File: src/verilog/sdo_abort_pkg.sv
/*
 sdo_abort_pkg: abort codes, fault flag layout, frame layout and timing constants
 for the sdo abort code generator.
 assumes: single clock domain at 100 MHz, synchronous active-high reset.
*/
package sdo_abort_pkg;

    localparam logic [31:0] ABORT_TOGGLE = 32'h05030000;
    localparam logic [31:0] ABORT_TIMEOUT = 32'h05040000;
    localparam logic [31:0] ABORT_BAD_CMD = 32'h05040001;
    localparam logic [31:0] ABORT_MEM_OVF = 32'h05040005;
    localparam logic [31:0] ABORT_NO_ACCESS = 32'h06010000;
    localparam logic [31:0] ABORT_READ_WO = 32'h06010001;
    localparam logic [31:0] ABORT_WRITE_RO = 32'h06010002;
    localparam logic [31:0] ABORT_NO_OBJECT = 32'h06020000;
    localparam logic [31:0] ABORT_NOT_MAPPABLE = 32'h06040041;
    localparam logic [31:0] ABORT_MAP_TOO_LONG = 32'h06040042;
    localparam logic [31:0] ABORT_LEN_HIGH = 32'h06070012;
    localparam logic [31:0] ABORT_LEN_LOW = 32'h06070013;
    localparam logic [31:0] ABORT_NO_SUBINDEX = 32'h06090011;
    localparam logic [31:0] ABORT_RANGE = 32'h06090030;
    localparam logic [31:0] ABORT_TOO_HIGH = 32'h06090031;
    localparam logic [31:0] ABORT_TOO_LOW = 32'h06090032;
    localparam logic [31:0] ABORT_MAX_LT_MIN = 32'h06090036;
    localparam logic [31:0] ABORT_GENERAL = 32'h08000000;
    localparam logic [31:0] ABORT_APP_STORE = 32'h08000020;
    localparam logic [31:0] ABORT_LOCAL_CTRL = 32'h08000021;

    // abort command specifier byte of the published sdo protocol
    localparam logic [7:0] CS_ABORT = 8'h80;
    // command specifier field and toggle bit position in byte 0
    localparam int CS_FIELD_LSB = 5;
    localparam int TOGGLE_BIT = 4;
    localparam logic [2:0] CCS_DL_SEG = 3'h0;
    localparam logic [2:0] CCS_DL_INIT = 3'h1;
    localparam logic [2:0] CCS_UL_INIT = 3'h2;
    localparam logic [2:0] CCS_UL_SEG = 3'h3;
    localparam logic [2:0] CCS_ABORT = 3'h4;

    // transfer timeout in microseconds and its cycle count at 100 MHz
    localparam int CLK_MHZ = 100;
    localparam int SDO_TIMEOUT_US = 1000;
    localparam int SDO_TIMEOUT_CYC = SDO_TIMEOUT_US * CLK_MHZ;
    localparam int TMR_W = 24;

    localparam int FAULT_W = 19;

    // one bit per detected failure, priority from bit 0 upward
    typedef struct packed {
        logic general;
        logic local_ctrl;
        logic app_store;
        logic max_lt_min;
        logic too_low;
        logic too_high;
        logic range;
        logic len_low;
        logic len_high;
        logic map_too_long;
        logic not_mappable;
        logic no_subindex;
        logic no_object;
        logic write_ro;
        logic read_wo;
        logic no_access;
        logic mem_ovf;
        logic bad_cmd;
        logic timeout;
    } fault_s;

    // one received sdo request
    typedef struct packed {
        logic [7:0] cmd;
        logic [15:0] index;
        logic [7:0] subindex;
    } sdo_req_s;

    // outgoing 8-byte frame, byte 0 first
    typedef struct packed {
        logic [7:0] b0;
        logic [7:0] b1;
        logic [7:0] b2;
        logic [7:0] b3;
        logic [7:0] b4;
        logic [7:0] b5;
        logic [7:0] b6;
        logic [7:0] b7;
    } sdo_frame_s;

endpackage

File: src/verilog/abort_code_select.sv
/*
 abort_code_select: priority encoder from fault flags to a 4-byte abort code.
 assumes: purely combinational, flags stable while sampled by the parent.
*/
`timescale 1ns/1ps
`default_nettype none
module abort_code_select
    import sdo_abort_pkg::*;
(
    input wire fault_s faults,
    output logic any_fault,
    output logic [31:0] code
);
    wire logic [FAULT_W-1:0] flat = faults;
    assign any_fault = |flat;

    always_comb begin
        code = ABORT_GENERAL;
        if (faults.timeout) code = ABORT_TIMEOUT;
        else if (faults.bad_cmd) code = ABORT_BAD_CMD;
        else if (faults.mem_ovf) code = ABORT_MEM_OVF;
        else if (faults.no_access) code = ABORT_NO_ACCESS;
        else if (faults.read_wo) code = ABORT_READ_WO;
        else if (faults.write_ro) code = ABORT_WRITE_RO;
        else if (faults.no_object) code = ABORT_NO_OBJECT;
        else if (faults.no_subindex) code = ABORT_NO_SUBINDEX;
        else if (faults.not_mappable) code = ABORT_NOT_MAPPABLE;
        else if (faults.map_too_long) code = ABORT_MAP_TOO_LONG;
        else if (faults.len_high) code = ABORT_LEN_HIGH;
        else if (faults.len_low) code = ABORT_LEN_LOW;
        else if (faults.range) code = ABORT_RANGE;
        else if (faults.too_high) code = ABORT_TOO_HIGH;
        else if (faults.too_low) code = ABORT_TOO_LOW;
        else if (faults.max_lt_min) code = ABORT_MAX_LT_MIN;
        else if (faults.app_store) code = ABORT_APP_STORE;
        else if (faults.local_ctrl) code = ABORT_LOCAL_CTRL;
    end
endmodule
`default_nettype wire

File: src/verilog/sdo_abort_code_generator.sv
/*
 sdo_abort_code_generator: tracks sdo transfers from the master, builds abort
 frames with the reason code, and raises emergency requests on exceptions.
 assumes: request strobe and fault inputs come from logic on ref_clk; the
 object dictionary lookup is done outside and reported as fault flags with
 the request; frame_ready comes from the transmit logic on ref_clk.
*/
`timescale 1ns/1ps
`default_nettype none
module sdo_abort_code_generator
    import sdo_abort_pkg::*;
#(
    parameter int TIMEOUT_CYC = SDO_TIMEOUT_CYC
)
(
    input wire logic ref_clk,
    input wire logic srst,
    input wire logic req_valid,
    input wire sdo_req_s req,
    input wire fault_s req_faults,
    input wire logic req_segmented,
    input wire logic seg_done,
    input wire logic app_abort,
    input wire logic [31:0] app_abort_code,
    input wire logic master_abort,
    input wire logic comm_exception,
    input wire logic drive_exception,
    input wire logic frame_ready,
    output logic frame_valid,
    output sdo_frame_s frame,
    output logic xfer_active,
    output logic emcy_req,
    output logic [31:0] last_code
);
    typedef enum logic [1:0] {
        ST_IDLE = 2'b00,
        ST_XFER = 2'b01,
        ST_SEND = 2'b10
    } state_e;

    state_e state_reg, state_next;
    logic toggle_reg, toggle_next;
    logic [TMR_W-1:0] tmr_reg, tmr_next;
    logic [15:0] index_reg, index_next;
    logic [7:0] sub_reg, sub_next;
    sdo_frame_s frame_reg, frame_next;
    logic [31:0] code_reg, code_next;
    logic emcy_reg, exc_seen_reg;

    wire logic [2:0] ccs = req.cmd[CS_FIELD_LSB +: 3];
    wire logic seg_cmd = (ccs == CCS_DL_SEG) || (ccs == CCS_UL_SEG);
    wire logic init_cmd = (ccs == CCS_DL_INIT) || (ccs == CCS_UL_INIT);
    wire logic known_cmd = seg_cmd || init_cmd || (ccs == CCS_ABORT);
    wire logic toggle_bad = (state_reg == ST_XFER) && seg_cmd &&
                            (req.cmd[TOGGLE_BIT] != toggle_reg);
    wire logic timed_out = (state_reg == ST_XFER) &&
                           (tmr_reg == TMR_W'(TIMEOUT_CYC - 1));
    // a segment outside a transfer, or an unknown specifier, is a bad command
    wire logic cmd_bad = req_valid && (!known_cmd || (seg_cmd && state_reg != ST_XFER));

    fault_s eff_faults;
    always_comb begin
        eff_faults = req_valid ? req_faults : '0;
        eff_faults.timeout = timed_out;
        eff_faults.bad_cmd = cmd_bad || (req_valid && req_faults.bad_cmd);
    end

    logic any_fault;
    logic [31:0] sel_code;
    abort_code_select u_select (
        .faults(eff_faults),
        .any_fault(any_fault),
        .code(sel_code)
    );

    wire logic toggle_abort = req_valid && toggle_bad && !eff_faults.bad_cmd;
    wire logic [31:0] abort_code = app_abort ? app_abort_code :
                                   toggle_abort && !any_fault ? ABORT_TOGGLE :
                                   sel_code;
    wire logic do_abort = (state_reg != ST_SEND) &&
                          (app_abort || toggle_abort || any_fault);
    wire logic is_master_abort = req_valid && ccs == CCS_ABORT;
    wire logic [15:0] ab_index = req_valid ? req.index : index_reg;
    wire logic [7:0] ab_sub = req_valid ? req.subindex : sub_reg;

    always_comb begin
        state_next = state_reg;
        toggle_next = toggle_reg;
        tmr_next = tmr_reg;
        index_next = index_reg;
        sub_next = sub_reg;
        frame_next = frame_reg;
        code_next = code_reg;
        case (state_reg)
            ST_IDLE, ST_XFER: begin
                if (state_reg == ST_XFER) begin
                    tmr_next = tmr_reg + TMR_W'(1);
                end
                if (do_abort) begin
                    frame_next = '{CS_ABORT, ab_index[7:0], ab_index[15:8], ab_sub,
                                   abort_code[7:0], abort_code[15:8],
                                   abort_code[23:16], abort_code[31:24]};
                    code_next = abort_code;
                    state_next = ST_SEND;
                end else if (master_abort || is_master_abort) begin
                    state_next = ST_IDLE;
                end else if (req_valid && init_cmd) begin
                    index_next = req.index;
                    sub_next = req.subindex;
                    toggle_next = 1'b0;
                    tmr_next = '0;
                    state_next = req_segmented ? ST_XFER : ST_IDLE;
                end else if (req_valid && seg_cmd) begin
                    toggle_next = ~toggle_reg;
                    tmr_next = '0;
                    if (seg_done) begin
                        state_next = ST_IDLE;
                    end
                end
            end
            ST_SEND: begin
                if (frame_ready) begin
                    state_next = ST_IDLE;
                    toggle_next = 1'b0;
                    tmr_next = '0;
                end
            end
            default: begin
                state_next = ST_IDLE;
            end
        endcase
    end

    // emergency when either exception rises while both were low, apart from sdo state
    wire logic exc_now = comm_exception || drive_exception;

    always_ff @(posedge ref_clk) begin
        if (srst) begin
            state_reg <= ST_IDLE;
            toggle_reg <= 1'b0;
            tmr_reg <= '0;
            index_reg <= 16'h0000;
            sub_reg <= 8'h00;
            frame_reg <= '0;
            code_reg <= 32'h00000000;
            emcy_reg <= 1'b0;
            exc_seen_reg <= 1'b0;
        end else begin
            state_reg <= state_next;
            toggle_reg <= toggle_next;
            tmr_reg <= tmr_next;
            index_reg <= index_next;
            sub_reg <= sub_next;
            frame_reg <= frame_next;
            code_reg <= code_next;
            emcy_reg <= exc_now && !exc_seen_reg;
            exc_seen_reg <= exc_now;
        end
    end

    assign frame_valid = (state_reg == ST_SEND);
    assign frame = frame_reg;
    assign xfer_active = (state_reg == ST_XFER);
    assign emcy_req = emcy_reg;
    assign last_code = code_reg;
endmodule
`default_nettype wire

File: config.mk
export PLATFORM = sky130hd
export DESIGN_NAME = sdo_abort_code_generator
export DESIGN_NICKNAME = d
export VERILOG_FILES = /design/src/verilog/sdo_abort_pkg.sv /design/src/verilog/abort_code_select.sv /design/src/verilog/sdo_abort_code_generator.sv
export SDC_FILE = /design/constraint.sdc
export NUM_CORES = 1
export LEC_CHECK = 0
export BUFFER_PORTS_ARGS = -buffer_cell sky130_fd_sc_hd__buf_2
export CAP_MARGIN = 25
export CELL_PAD_IN_SITES_DETAIL_PLACEMENT = 1
export CELL_PAD_IN_SITES_GLOBAL_PLACEMENT = 2
export CORE_MARGIN = 5
export CORE_UTILIZATION = 29
export DETAILED_ROUTE_END_ITERATION = 8
export PLACE_DENSITY = 0.88
export SYNTH_ARGS = -nofsm -noshare
export SYNTH_HDL_FRONTEND = slang
export SYNTH_HIERARCHICAL = 1
export SYNTH_SLANG_ARGS = --single-unit
File: constraint.sdc
create_clock -name ref_clk -period 4.06 [get_ports ref_clk]
set_input_delay 0.203 -clock ref_clk [delete_from_list [all_inputs] [get_ports ref_clk]]
set_output_delay 0.203 -clock ref_clk [all_outputs]
set_load 0.03 [all_outputs]
==> flow_summary.json <==
{
  "muxShareOfSynthArea_pct": 5.135,
  "remaining_drc_errors": 0,
  "synth_edf_count": 0,
  "first_pass_iters": 4,
  "cts_tree": "yes",
  "viasPerCell": 4.976,
  "peakVddDrop_mv": 0.1860,
  "tns_ns": 0,
  "num_vias": 5484,
  "place_area_um2": 6739,
  "grt_pass1_vias": 5679,
  "slew_headroom_pct": 33.75,
  "synth_top_area_share_pct": 37.66,
  "ff2ff_setup_slack_ns": 0.43,
  "avgSynthCellArea_um2": 8.378,
  "timing.fmax_mhz": 275.7,
  "cellPowerDensity_nw_per_um2": 372.5,
  "comb_power_share_pct": 22.5,
  "finalCriticalPeriod_ns": 3.627,
  "synth_adder_area_share_pct": 0.2139,
  "critPathKind": "reg -> reg",
  "clock_skew_ns": 0.008320,
  "syn_area_um2": 5848,
  "fin_area_um2": 7043,
  "outcome": "finished clean",
  "core_um2": 20040,
  "largest_reg_flops": 54,
  "start_util_pct": 29.18,
  "finalNetCount": 920,
  "ant_nets": 0,
  "path_cells": "inv_2 > nand2_1 > inv_2 > a21oi_1 > o22a_1 > o21a_1 > nor3_2 > nand4_1 > or2_1 > or4_1 > or3_1 > nor3_1 > nand2_1 > buf_4 > nand2_1 > a21oi_1",
  "synth_area_leader_cell": "dfxtp_1",
  "hpwl_mm": 13.14,
  "start_kind": "register",
  "clk_pin_slew_ns": 0.08,
  "clock_tree.root_cell": "clkbuf_16",
  "slowest_stage": "or4_1",
  "die_w_um": 152.0,
  "finalMaxSlewViolations": 0,
  "reg2reg_depth": 16,
  "cts_hold_buf": 0,
  "clock-sinks": 110,
  "cts_setup_buffers": 0,
  "io_buffers": 179,
  "wl_per_cell_um": 16.50,
  "period_share_pct": 89.33,
  "cts_max_level": 3,
  "synth_top_family_by_area": "compound AO/OA/AOI/OAI gates",
  "grt.overflow.total": 0,
  "finalSetupViolations": 0,
  "max_stage_delay_ns": 0.52,
  "crit_fanout": 24,
  "clkPwrFrac_pct": 33.3,
  "synth_warnings": 6,
  "p_sw_share_pct": 33.34,
  "synth_xor_area_share_pct": 1.926,
  "setup.worst_path.start": "state_reg[1]$_SDFFE_PP0P_",
  "area_growth_pct": 20.43,
  "p_seq_share_pct": 44.3,
  "rsz0062_at_grt": "no",
  "drive_gt1_share_pct": 30.81,
  "intPower_mw": 1.749,
  "wirelength_mm": 18.19,
  "async_reset_ff_share_pct": 0,
  "ys_ff_latch": 110,
  "synth-simple-area-share_pct": 20.56,
  "fillers": 2460,
  "drt_iter0_drc": 206,
  "synth-compound-area-share_pct": 22.98,
  "worstSetupEndpoint": "index_reg[13]$_SDFFE_PP0P_",
  "clockBufferDepth": 2,
  "die-area_um2": 23110,
  "die_y_um": 152.0,
  "row_count": 52,
  "place.gp.congestion": 0.7834,
  "p_leak_nw": 2.934,
  "cts_resized": 0,
  "synth_cells": 698,
  "dp_slack_ns": 0.4388,
  "hold_class": "in -> reg",
  "cp.arrival_ns": 3.84,
  "setup_ws_ns": 0.4331,
  "synth_flop_cell": "dfxtp_1",
  "grt_max_degree": 55,
  "antenna_found_initial": 2,
  "cpMostUsedCell": "nand2_1",
  "synth_commonest_cells": "dfxtp_1, nor2_1, nand2_1",
  "grt_pass1_wl_mm": 29.83,
  "finalHoldViolations": 0,
  "r2r_end": "index_reg[13]$_SDFFE_PP0P_",
  "synthTopCellsByArea": "dfxtp_1, buf_4, a2111oi_2, nor2_1, mux2i_1",
  "yosysSeqAreaShare_pct": 37.66,
  "grtUsageTotal_pct": 15.52,
  "p_sw_mw": 0.8746,
  "cts_buffers": 9,
  "r2r-start": "state_reg[1]$_SDFFE_PP0P_",
  "cp-end-kind": "register",
  "clk_latency_ns": 0.36,
  "ios": 192,
  "required_ns": 4.27,
  "timing.max_cap.violations": 0,
  "synth.distinct_cells": 58,
  "yosysMostFrequentCell": "dfxtp_1",
  "worstMarginPinSlew_ns": 0.9926
}
==> critical path, delay by kind of cell, from the launching register on <==
kind                   cells  cell delay [ns]
AO/OA/AOI/OAI              4             0.55
buffers and inverters      3             0.44
flip-flops                 1             0.32
AND/OR/NAND/NOR            9             2.14
==> cells in the final DEF, fill, tap and decap left out, drive strengths merged, types with 3 or more instances in the layout <==
cell,count
and3,6
nor3,12
nand4,12
nand3,13
nor4,11
o22ai,29
o21ai,8
buf,199
a22oi,4
a31oi,5
mux2i,30
conb,25
o21a,3
a21oi,46
and2,20
inv,14
a2111oi,29
clkinv,3
a41oi,3
nand2,71
dfxtp,110
xnor2,3
xor2,9
clkbuf,9
nor2,98
a211oi,31
==> power by group through the flow <==
stage	combinational, mW	clock, mW	sequential, mW
5_1_grt	0.640	0.966	1.17
3_3_place_gp	0.584	0	1.18
3_5_place_dp	0.594	0	1.19
6_report	0.590	0.872	1.16
4_1_cts	0.596	0.916	1.16
2_1_floorplan	0.358	0	1.28
==> layer usage <==
layer	global-route usage, %	share of wire [%]	vias up
met5	0	0.11	-
met4	4.752	1.6	2
met3	4.835	6.1	20
met2	26.02	47	137
met1	19.14	45	2628
li1	-	-	2697
==> cells by family (layout without fill, tap and decap cells) <==
logic type | Yosys count | after routing
flops | 110 | 110
other cells | 2 | 26
xor+xnor | 12 | 12
mux | 30 | 30
buf+inv | 116 | 226
fa+ha+maj | 1 | 1
simple gates | 257 | 257
compound gates | 170 | 170
==> layout make-up <==
| type | instances | area (um^2) | share of cell area (%) |
|---|---|---|---|
| diodes | 1 | 2.502 | 0.03553 |
| clock inverters | 7 | 56.30 | 0.7994 |
| flip-flops and latches | 110 | 2202 | 31.27 |
| well taps | 270 | 337.8 | 4.797 |
| inverters | 11 | 41.29 | 0.5863 |
| clock buffers | 9 | 225.2 | 3.198 |
| multi-input cells | 495 | 3079 | 43.72 |
| repair buffers | 199 | 1099 | 15.60 |
==> through the flow <==
step / cells / total power, mW / util, % / hold slack, ns
final: 1102 / 2.623 / 35.15 / 0.06717
after global placement: 1084 / 1.769 / 33.63 / 0.3815
after global routing: 1102 / 2.774 / 35.15 / 0.05967
after CTS: 1100 / 2.673 / 35.03 / 0.05111
after floorplan: 721 / 1.640 / - / 0.2797
after detailed placement: 1084 / 1.781 / 33.63 / 0.3932
==> worst min-delay path by stage <==
stage          cells after the start  slack, ns                     from                        end
2_1_floorplan                      1       0.28             master_abort  state_reg[0]$_SDFFE_PP0P_
3_3_place_gp                       1       0.38  exc_seen_reg$_SDFF_PP0_        emcy_req$_SDFF_PP0_
3_5_place_dp                       1       0.39  exc_seen_reg$_SDFF_PP0_        emcy_req$_SDFF_PP0_
4_1_cts                            3       0.05           comm_exception    exc_seen_reg$_SDFF_PP0_
5_1_grt                            3       0.06           comm_exception    exc_seen_reg$_SDFF_PP0_
6_report                           3       0.07           comm_exception    exc_seen_reg$_SDFF_PP0_
Note: power is estimated with default switching activity, not from simulation.
